--- config.mk ---
export PLATFORM = sky130hd
export DESIGN_NAME = timer_compare_output_gen
export DESIGN_NICKNAME = d
export VERILOG_FILES = /design/src/compare_capture_unit.v /design/src/output_wave_gen.v /design/src/timer_compare_output_gen.v
export VERILOG_INCLUDE_DIRS = /design/src
export SDC_FILE = /design/constraint.sdc
export NUM_CORES = 1
export LEC_CHECK = 0
export BUFFER_PORTS_ARGS = -buffer_cell sky130_fd_sc_hd__buf_2
export CAP_MARGIN = 30
export CORE_AREA = 2 2 147 149
export DETAILED_ROUTE_END_ITERATION = 12
export DIE_AREA = 0 0 149 151
export PLACE_DENSITY = 0.55
export SLEW_MARGIN = 0
export SYNTH_ARGS = -nofsm -noshare
export SYNTH_HDL_FRONTEND = slang
export SYNTH_SLANG_ARGS = --single-unit
--- constraint.sdc ---
create_clock -name clk -period 6.15 [get_ports clk]
set_clock_uncertainty 0.1 [all_clocks]
set_input_delay 1.23 -clock clk [delete_from_list [all_inputs] [get_ports clk]]
set_output_delay 1.23 -clock clk [all_outputs]
set_load 0.01 [all_outputs]
--- src/timer_compare_regs.vh ---
`ifndef TIMER_COMPARE_REGS_VH
`define TIMER_COMPARE_REGS_VH

// ----------------------------------------------------------------
// register byte offsets (lower channel m, upper channel m+1)
// ----------------------------------------------------------------
`define CTRL_LO_OFFSET      8'h00
`define VALUE_LO_OFFSET     8'h04
`define CTRL_HI_OFFSET      8'h08
`define VALUE_HI_OFFSET     8'h0c

// ----------------------------------------------------------------
// control field positions
// ----------------------------------------------------------------
`define CHANNEL_MODE_BIT    0
`define POLARITY_BIT        1
`define GEN_MODE_LSB        2
`define GEN_MODE_MSB        4
`define SW_LEVEL_BIT        5
`define PAIRED_BIT          6
`define CTRL_WRITE_MASK     16'hff7f
`define CTRL_RESET          16'h0000
`define VALUE_RESET         16'h0000

// ----------------------------------------------------------------
// generation modes
// ----------------------------------------------------------------
`define GEN_SOFTWARE        3'h0
`define GEN_SET             3'h1
`define GEN_TOGGLE_RESET    3'h2
`define GEN_SET_RESET       3'h3
`define GEN_TOGGLE          3'h4
`define GEN_RESET           3'h5
`define GEN_TOGGLE_SET      3'h6
`define GEN_RESET_SET       3'h7

// ----------------------------------------------------------------
// count modes and bus answers
// ----------------------------------------------------------------
`define COUNT_UP            2'h0
`define COUNT_DOWN          2'h1
`define COUNT_UP_DOWN       2'h2
`define RESP_OKAY           2'h0
`define RESP_SLVERR         2'h2

`endif

--- src/compare_capture_unit.v ---
`timescale 1ns/10ps
`include "timer_compare_regs.vh"

module compare_capture_unit (
   input  wire        clk,
   input  wire        rstN,
   input  wire        captureMode,
   input  wire        wrEn,
   input  wire [15:0] wrData,
   input  wire [1:0]  wrStrb,
   input  wire [15:0] counterValue,
   input  wire        counterTick,
   input  wire        captureTrigger,
   output reg  [15:0] valueQ,
   output reg         hitQ
);

   // ----------------------------------------------------------------
   // compare/capture data word
   // ----------------------------------------------------------------
   // a capture in the same cycle as a software write wins: the counter
   // sample is the fresher fact
   always @(posedge clk or negedge rstN) begin
      if (!rstN) begin
         valueQ <= `VALUE_RESET;
      end else if (captureMode && captureTrigger) begin
         valueQ <= counterValue;
      end else if (wrEn) begin
         if (wrStrb[0]) begin
            valueQ[7:0] <= wrData[7:0];
         end
         if (wrStrb[1]) begin
            valueQ[15:8] <= wrData[15:8];
         end
      end
   end

   // ----------------------------------------------------------------
   // compare hit, one clock per counter step that lands on the value
   // ----------------------------------------------------------------
   always @(posedge clk or negedge rstN) begin
      if (!rstN) begin
         hitQ <= 1'b0;
      end else begin
         hitQ <= !captureMode && counterTick && (counterValue == valueQ);
      end
   end

endmodule // compare_capture_unit

--- src/output_wave_gen.v ---
`timescale 1ns/10ps
`include "timer_compare_regs.vh"

module output_wave_gen (
   input  wire       clk,
   input  wire       rstN,
   input  wire       captureMode,
   input  wire [2:0] genMode,
   input  wire       paired,
   input  wire       swLevel,
   input  wire       polarity,
   input  wire       countDown,
   input  wire       ownHit,
   input  wire       partnerHit,
   input  wire       maxEvent,
   input  wire       zeroEvent,
   output reg        timerOutput
);

   reg  activeQ;
   reg  activeD;
   wire periodEvent;
   wire firstEvent;
   wire secondEvent;
   wire singleAction;

   // ----------------------------------------------------------------
   // event selection
   // ----------------------------------------------------------------
   assign periodEvent  = countDown ? zeroEvent : maxEvent;
   assign singleAction = (genMode == `GEN_SET) || (genMode == `GEN_TOGGLE) ||
                         (genMode == `GEN_RESET);
   assign firstEvent   = (paired && singleAction) ? (ownHit || partnerHit) : ownHit;
   assign secondEvent  = paired ? partnerHit : periodEvent;

   // ----------------------------------------------------------------
   // active-level state; second action first, hit action last
   // ----------------------------------------------------------------
   always @* begin
      activeD = activeQ;
      case (genMode)
         `GEN_SOFTWARE: begin
            activeD = swLevel;
         end
         `GEN_SET: begin
            if (firstEvent) activeD = 1'b1;
         end
         `GEN_TOGGLE_RESET: begin
            if (secondEvent) activeD = 1'b0;
            if (firstEvent) activeD = ~activeD;
         end
         `GEN_SET_RESET: begin
            if (secondEvent) activeD = 1'b0;
            if (firstEvent) activeD = 1'b1;
         end
         `GEN_TOGGLE: begin
            if (firstEvent) activeD = ~activeQ;
         end
         `GEN_RESET: begin
            if (firstEvent) activeD = 1'b0;
         end
         `GEN_TOGGLE_SET: begin
            if (secondEvent) activeD = 1'b1;
            if (firstEvent) activeD = ~activeD;
         end
         default: begin
            if (secondEvent) activeD = 1'b1;
            if (firstEvent) activeD = 1'b0;
         end
      endcase
   end

   // capture mode freezes the state and parks the pin low
   always @(posedge clk or negedge rstN) begin
      if (!rstN) begin
         activeQ     <= 1'b0;
         timerOutput <= 1'b0;
      end else if (captureMode) begin
         timerOutput <= 1'b0;
      end else begin
         activeQ     <= activeD;
         timerOutput <= activeD ^ polarity;
      end
   end

endmodule // output_wave_gen

--- src/timer_compare_output_gen.v ---
// Added by the designer: the AXI4-Lite interface to the registers and the register addresses.
`timescale 1ns/10ps
`include "timer_compare_regs.vh"

module timer_compare_output_gen (
   input  wire        clk,
   input  wire        reset_n,
   input  wire [7:0]  s_axi_awaddr,
   input  wire        s_axi_awvalid,
   output reg         s_axi_awready,
   input  wire [31:0] s_axi_wdata,
   input  wire [3:0]  s_axi_wstrb,
   input  wire        s_axi_wvalid,
   output reg         s_axi_wready,
   output reg  [1:0]  s_axi_bresp,
   output reg         s_axi_bvalid,
   input  wire        s_axi_bready,
   input  wire [7:0]  s_axi_araddr,
   input  wire        s_axi_arvalid,
   output reg         s_axi_arready,
   output reg  [31:0] s_axi_rdata,
   output reg  [1:0]  s_axi_rresp,
   output reg         s_axi_rvalid,
   input  wire        s_axi_rready,
   input  wire [15:0] counterValue,
   input  wire        counterTick,
   input  wire [1:0]  countMode,
   input  wire        maxEvent,
   input  wire        zeroEvent,
   input  wire        captureTriggerLo,
   input  wire        captureTriggerHi,
   output wire        timerOutputLo,
   output wire        timerOutputHi
);

   // ----------------------------------------------------------------
   // reset release
   // ----------------------------------------------------------------
   reg  [1:0]  rstSyncQ;
   wire        rstN;

   always @(posedge clk or negedge reset_n) begin
      if (!reset_n) begin
         rstSyncQ <= 2'b00;
      end else begin
         rstSyncQ <= {rstSyncQ[0], 1'b1};
      end
   end
   assign rstN = rstSyncQ[1];

   // ----------------------------------------------------------------
   // declarations
   // ----------------------------------------------------------------
   reg  [15:0] ctrlLoQ;
   reg  [15:0] ctrlHiQ;
   reg  [7:0]  awAddrQ;
   reg         awHeldQ;
   reg  [31:0] wDataQ;
   reg  [3:0]  wStrbQ;
   reg         wHeldQ;
   reg         maxEventQ;
   reg         zeroEventQ;
   wire        doWrite;
   wire [15:0] valueLo;
   wire [15:0] valueHi;
   wire        hitLo;
   wire        hitHi;
   wire        captureLo;
   wire        captureHi;
   wire        countDown;

   // write when both halves of the request are held and no answer waits
   assign doWrite   = awHeldQ && wHeldQ && !s_axi_bvalid;
   assign captureLo = ctrlLoQ[`CHANNEL_MODE_BIT];
   assign captureHi = ctrlHiQ[`CHANNEL_MODE_BIT];
   assign countDown = (countMode == `COUNT_DOWN);

   function [15:0] mergeBytes;
      input [15:0] old;
      input [15:0] data;
      input [1:0]  strb;
      begin
         mergeBytes = {strb[1] ? data[15:8] : old[15:8],
                       strb[0] ? data[7:0]  : old[7:0]};
      end
   endfunction

   function mapped;
      input [7:0] addr;
      begin
         if (addr == `CTRL_LO_OFFSET) mapped = 1'b1;
         else if (addr == `VALUE_LO_OFFSET) mapped = 1'b1;
         else if (addr == `CTRL_HI_OFFSET) mapped = 1'b1;
         else if (addr == `VALUE_HI_OFFSET) mapped = 1'b1;
         else mapped = 1'b0;
      end
   endfunction

   // ----------------------------------------------------------------
   // write address and data channels, taken in either order
   // ----------------------------------------------------------------
   always @(posedge clk or negedge rstN) begin
      if (!rstN) begin
         s_axi_awready <= 1'b0;
         s_axi_wready  <= 1'b0;
         awHeldQ       <= 1'b0;
         wHeldQ        <= 1'b0;
         awAddrQ       <= 8'h00;
         wDataQ        <= 32'h00000000;
         wStrbQ        <= 4'h0;
      end else begin
         if (s_axi_awvalid && s_axi_awready) begin
            awAddrQ       <= s_axi_awaddr;
            awHeldQ       <= 1'b1;
            s_axi_awready <= 1'b0;
         end else if (doWrite) begin
            awHeldQ <= 1'b0;
         end else if (!awHeldQ && !s_axi_bvalid) begin
            s_axi_awready <= 1'b1;
         end
         if (s_axi_wvalid && s_axi_wready) begin
            wDataQ       <= s_axi_wdata;
            wStrbQ       <= s_axi_wstrb;
            wHeldQ       <= 1'b1;
            s_axi_wready <= 1'b0;
         end else if (doWrite) begin
            wHeldQ <= 1'b0;
         end else if (!wHeldQ && !s_axi_bvalid) begin
            s_axi_wready <= 1'b1;
         end
      end
   end

   // ----------------------------------------------------------------
   // write response
   // ----------------------------------------------------------------
   always @(posedge clk or negedge rstN) begin
      if (!rstN) begin
         s_axi_bvalid <= 1'b0;
         s_axi_bresp  <= `RESP_OKAY;
      end else if (doWrite) begin
         s_axi_bvalid <= 1'b1;
         s_axi_bresp  <= mapped(awAddrQ) ? `RESP_OKAY : `RESP_SLVERR;
      end else if (s_axi_bvalid && s_axi_bready) begin
         s_axi_bvalid <= 1'b0;
      end
   end

   // ----------------------------------------------------------------
   // control registers
   // ----------------------------------------------------------------
   // bits 15:8 are stored only for read-back and bit 7 always reads zero;
   // buffer load timing and trigger selection live in the counter core
   always @(posedge clk or negedge rstN) begin
      if (!rstN) begin
         ctrlLoQ <= `CTRL_RESET;
         ctrlHiQ <= `CTRL_RESET;
      end else if (doWrite) begin
         if (awAddrQ == `CTRL_LO_OFFSET) begin
            ctrlLoQ <= mergeBytes(ctrlLoQ, wDataQ[15:0], wStrbQ[1:0]) & `CTRL_WRITE_MASK;
         end else if (awAddrQ == `CTRL_HI_OFFSET) begin
            ctrlHiQ <= mergeBytes(ctrlHiQ, wDataQ[15:0], wStrbQ[1:0]) & `CTRL_WRITE_MASK;
         end
      end
   end

   // ----------------------------------------------------------------
   // read channel
   // ----------------------------------------------------------------
   always @(posedge clk or negedge rstN) begin
      if (!rstN) begin
         s_axi_arready <= 1'b0;
         s_axi_rvalid  <= 1'b0;
         s_axi_rdata   <= 32'h00000000;
         s_axi_rresp   <= `RESP_OKAY;
      end else if (s_axi_arvalid && s_axi_arready) begin
         s_axi_arready <= 1'b0;
         s_axi_rvalid  <= 1'b1;
         s_axi_rresp   <= `RESP_OKAY;
         if (s_axi_araddr == `CTRL_LO_OFFSET) begin
            s_axi_rdata <= {16'h0000, ctrlLoQ};
         end else if (s_axi_araddr == `VALUE_LO_OFFSET) begin
            s_axi_rdata <= {16'h0000, valueLo};
         end else if (s_axi_araddr == `CTRL_HI_OFFSET) begin
            s_axi_rdata <= {16'h0000, ctrlHiQ};
         end else if (s_axi_araddr == `VALUE_HI_OFFSET) begin
            s_axi_rdata <= {16'h0000, valueHi};
         end else begin
            s_axi_rdata <= 32'h00000000;
            s_axi_rresp <= `RESP_SLVERR;
         end
      end else if (s_axi_rvalid && s_axi_rready) begin
         s_axi_rvalid <= 1'b0;
      end else if (!s_axi_rvalid) begin
         s_axi_arready <= 1'b1;
      end
   end

   // ----------------------------------------------------------------
   // period events delayed to line up with the registered hits
   // ----------------------------------------------------------------
   always @(posedge clk or negedge rstN) begin
      if (!rstN) begin
         maxEventQ  <= 1'b0;
         zeroEventQ <= 1'b0;
      end else begin
         maxEventQ  <= maxEvent;
         zeroEventQ <= zeroEvent;
      end
   end

   // ----------------------------------------------------------------
   // compare/capture units
   // ----------------------------------------------------------------
   compare_capture_unit unitLo (
      .clk            (clk),
      .rstN           (rstN),
      .captureMode    (captureLo),
      .wrEn           (doWrite && (awAddrQ == `VALUE_LO_OFFSET)),
      .wrData         (wDataQ[15:0]),
      .wrStrb         (wStrbQ[1:0]),
      .counterValue   (counterValue),
      .counterTick    (counterTick),
      .captureTrigger (captureTriggerLo),
      .valueQ         (valueLo),
      .hitQ           (hitLo)
   );

   compare_capture_unit unitHi (
      .clk            (clk),
      .rstN           (rstN),
      .captureMode    (captureHi),
      .wrEn           (doWrite && (awAddrQ == `VALUE_HI_OFFSET)),
      .wrData         (wDataQ[15:0]),
      .wrStrb         (wStrbQ[1:0]),
      .counterValue   (counterValue),
      .counterTick    (counterTick),
      .captureTrigger (captureTriggerHi),
      .valueQ         (valueHi),
      .hitQ           (hitHi)
   );

   // ----------------------------------------------------------------
   // output generators; each sees the other channel's hit as partner
   // ----------------------------------------------------------------
   output_wave_gen genLo (
      .clk         (clk),
      .rstN        (rstN),
      .captureMode (captureLo),
      .genMode     (ctrlLoQ[`GEN_MODE_MSB:`GEN_MODE_LSB]),
      .paired      (ctrlLoQ[`PAIRED_BIT]),
      .swLevel     (ctrlLoQ[`SW_LEVEL_BIT]),
      .polarity    (ctrlLoQ[`POLARITY_BIT]),
      .countDown   (countDown),
      .ownHit      (hitLo),
      .partnerHit  (hitHi),
      .maxEvent    (maxEventQ),
      .zeroEvent   (zeroEventQ),
      .timerOutput (timerOutputLo)
   );

   output_wave_gen genHi (
      .clk         (clk),
      .rstN        (rstN),
      .captureMode (captureHi),
      .genMode     (ctrlHiQ[`GEN_MODE_MSB:`GEN_MODE_LSB]),
      .paired      (ctrlHiQ[`PAIRED_BIT]),
      .swLevel     (ctrlHiQ[`SW_LEVEL_BIT]),
      .polarity    (ctrlHiQ[`POLARITY_BIT]),
      .countDown   (countDown),
      .ownHit      (hitHi),
      .partnerHit  (hitLo),
      .maxEvent    (maxEventQ),
      .zeroEvent   (zeroEventQ),
      .timerOutput (timerOutputHi)
   );

endmodule // timer_compare_output_gen

==> results.py <==
metrics = {
    "logic_synthesis": {
        "post-synth-top-area-cell": "dfrtp_1",
        "syn_avg_cell_area_um2": 11.3,
        "netlist.area_leader.share": 0.498,
        "synth_edf_count": 0,
        "synth_warnings": 0,
        "synthArstFlopShare": 1.00,
        "ys_types": 45,
        "synth_area_leaders": "dfrtp_1, mux2_2, mux2i_1, mux2_4, a21oi_1",
        "synth.cell_area_mm2": 0.00618,
        "syn-instance-count": 548,
        "synth.most_common_cell": "dfrtp_1",
        "ys.flop_type": "dfrtp_1",
        "ys_seq_area_frac": 0.498,
        "synthTopCellsByCount": "dfrtp_1, mux2_2, nor2_1",
        "ys_ff_latch": 123,
    },
    "final_layout": {
        "final_cells": 931,
        "syn_to_final_growth_pct": 20.8,
        "drive_above_1_share": 0.313,
        "nets": 728,
        "design_area_mm2": 0.00747,
    },
    "critical_path": {
        "crit_top_cell": "nor4_1",
        "worstPathArrival_ps": 3350,
        "end_kind": "register",
        "startpoint_type": "primary input",
        "cp_data_required_time_ps": 6410,
        "path_buf_inv": 2,
        "cp_top_family": "simple AND/OR/NAND/NOR gates",
        "worst_r2r_endpoint": "ctrlHiQ[3]$_DFFE_PN0P_",
        "worstPathCellList": "buf_2, nor4_1, nand2_1, nor4_1, buf_4, a221o_1",
        "crit_type": "in2reg",
        "r2r_start": "awAddrQ[1]$_DFFE_PN0P_",
        "reg2reg_slack_ps": 3450,
        "crit_slowest_cell": "nor4_1",
        "reg2regPathDepth": 4,
        "cp_max_fo": 18,
        "critPathMaxStageDelay_ps": 900,
    },
    "cts": {
        "clock_latency_ps": 420,
        "cts.sinks": 123,
        "post_cts_buffers": 0,
        "postCtsHoldBufs": 0,
        "cts-resized-gates": 0,
        "cts_tree": "yes",
        "path_clk_slew_ps": 60,
        "clk_path_buf_depth": 2,
        "numCtsBuffers": 17,
        "htreeDepth": 4,
        "cts_root_buf": "clkbuf_16",
    },
    "hold_path": {
        "holdPathEnd": "rstSyncQ[1]$_DFF_PN0_",
        "worstHoldPathCells": 0,
        "min-delay-start": "rstSyncQ[0]$_DFF_PN0_",
        "hp-class": "reg2reg",
    },
    "status": {
        "status": "complete, no violations",
    },
    "place": {
        "routabilityCongestion": 0.833,
        "dp_slack_ps": 2560,
        "portBuffers": 88,
        "dp_hpwl_um": 11300,
        "placed_cells": 898,
        "placed_area_mm2": 0.00690,
    },
    "timing": {
        "post-route-min-period_ps": 3100,
        "setup_slack_ps": 3050,
        "finalMaxSlewViolations": 0,
        "worst_slew_pin_slew_ps": 985,
        "maxSlewHeadroom": 0.337,
        "finalHoldViolations": 0,
        "max_freq_ghz": 0.323,
        "setup_tns_ps": 0,
        "finalSetupViolations": 0,
        "rsz0062_at_grt": "no",
        "timing.final.crit_share": 0.503,
    },
    "grt": {
        "track_usage": 0.145,
        "grt_max_degree": 64,
        "grt_pass1_wl_um": 24600,
        "overflow": 0,
        "antenna_found_initial": 2,
        "grt_pass1_vias": 4385,
    },
    "power_and_ir_drop": {
        "powerDensity_mw_per_mm2": 396,
        "p_leak_nw": 3.61,
        "ir_drop_uv": 225,
    },
    "floorplan": {
        "fp-row-count": 53,
        "start_util": 0.297,
        "die_w_um": 149,
        "io_pins": 125,
        "fp.coreArea_mm2": 0.0208,
        "die_h_um": 151,
        "die_area_mm2": 0.0225,
    },
    "detailed_routing": {
        "wl_per_cell_um": 16.6,
        "wl_um": 15500,
        "ant_nets": 0,
        "dr.pass1.iters": 4,
        "via_count": 4415,
        "first_iter_violations": 245,
        "drc_errors": 0,
        "viasPerCell": 4.74,
    },
    "run": {
        "max_cap_violations": 0,
    },
}
==> cell type report <==
class	instances	area, um2
fillers	2133	13400
flip-flops and latches	123	3080
multi-input cells	392	2890
repair buffers	99	543
clock buffers	26	509
well taps	275	344
clock inverters	6	60.1
inverters	9	33.8
diodes	1	2.50
==> metal layers <==
layer	part of all wire	global-route usage	vias to the layer above
met3	0.054	0.0455	19
li1	-	-	2132
met1	0.46	0.186	2158
met5	0.00045	0	-
met4	0.016	0.0529	2
met2	0.47	0.231	104
==> power by group <==
part	internal [W]	switching (W)
Clock	0.000607	0.000353
Combinational	0.000375	0.000328
Sequential	0.00104	0.000257
==> how the worst max path moves through the flow <==
stage                                      from                    endpoint  slack (ps)  cells after the start
after floorplan           rstSyncQ[1]$_DFF_PN0_      awAddrQ[0]$_DFFE_PN0P_        2370                      0
after global placement          s_axi_araddr[7]  s_axi_rdata[9]$_DFFE_PN0P_        2550                      6
after detailed placement        s_axi_araddr[7]  s_axi_rdata[9]$_DFFE_PN0P_        2560                      6
after CTS                       s_axi_araddr[7]  s_axi_rdata[9]$_DFFE_PN0P_        2990                      6
after global routing            s_axi_araddr[7]  s_axi_rdata[4]$_DFFE_PN0P_        2730                      6
final                           s_axi_araddr[7]  s_axi_rdata[9]$_DFFE_PN0P_        3050                      6
==> sequential cells by signal, indices dropped and copies added, names as in the netlist, 2 cells and up <==
register	count
awAddrQ	8
ctrlHiQ	15
ctrlLoQ	15
rstSyncQ	2
s_axi_rdata	16
unitHi.valueQ	16
unitLo.valueQ	16
wDataQ	16
wStrbQ	2
==> stage by stage <==
stage | hold WS (ps) | power (W) | utilization
6_report | 252 | 0.00296 | 0.359
5_1_grt | 254 | 0.00316 | 0.359
4_1_cts | 254 | 0.00300 | 0.358
3_5_place_dp | 243 | 0.00202 | 0.331
3_3_place_gp | 235 | 0.00199 | 0.328
2_1_floorplan | 231 | 0.00177 | -
==> cell usage in the layout (no fill, tap or decap), drive strengths merged, types with 3 or more instances in the layout <==
cell	instances
a211oi	3
a21oi	43
a221o	9
a22oi	15
buf	99
clkbuf	26
clkinv	3
conb	19
dfrtp	123
ha	4
inv	9
mux2	71
mux2i	33
nand2	27
nand2b	6
nand3	4
nand4	4
nor2	48
nor3	16
nor4	8
o21a	5
o21ai	21
or3	3
xnor2	16
xor2	16
==> kinds of logic after synthesis <==
| family | synth area share |
|---|---|
| buffers and inverters | 0.0445 |
| DFF | 0.498 |
| adders and majority gates | 0.00810 |
| AOI/OAI and AO/OA | 0.104 |
| and+or+nand+nor | 0.103 |
| other | 0.00121 |
| muxes | 0.196 |
| xor gates and xnor gates | 0.0453 |
(Power assumes the default switching activity.)
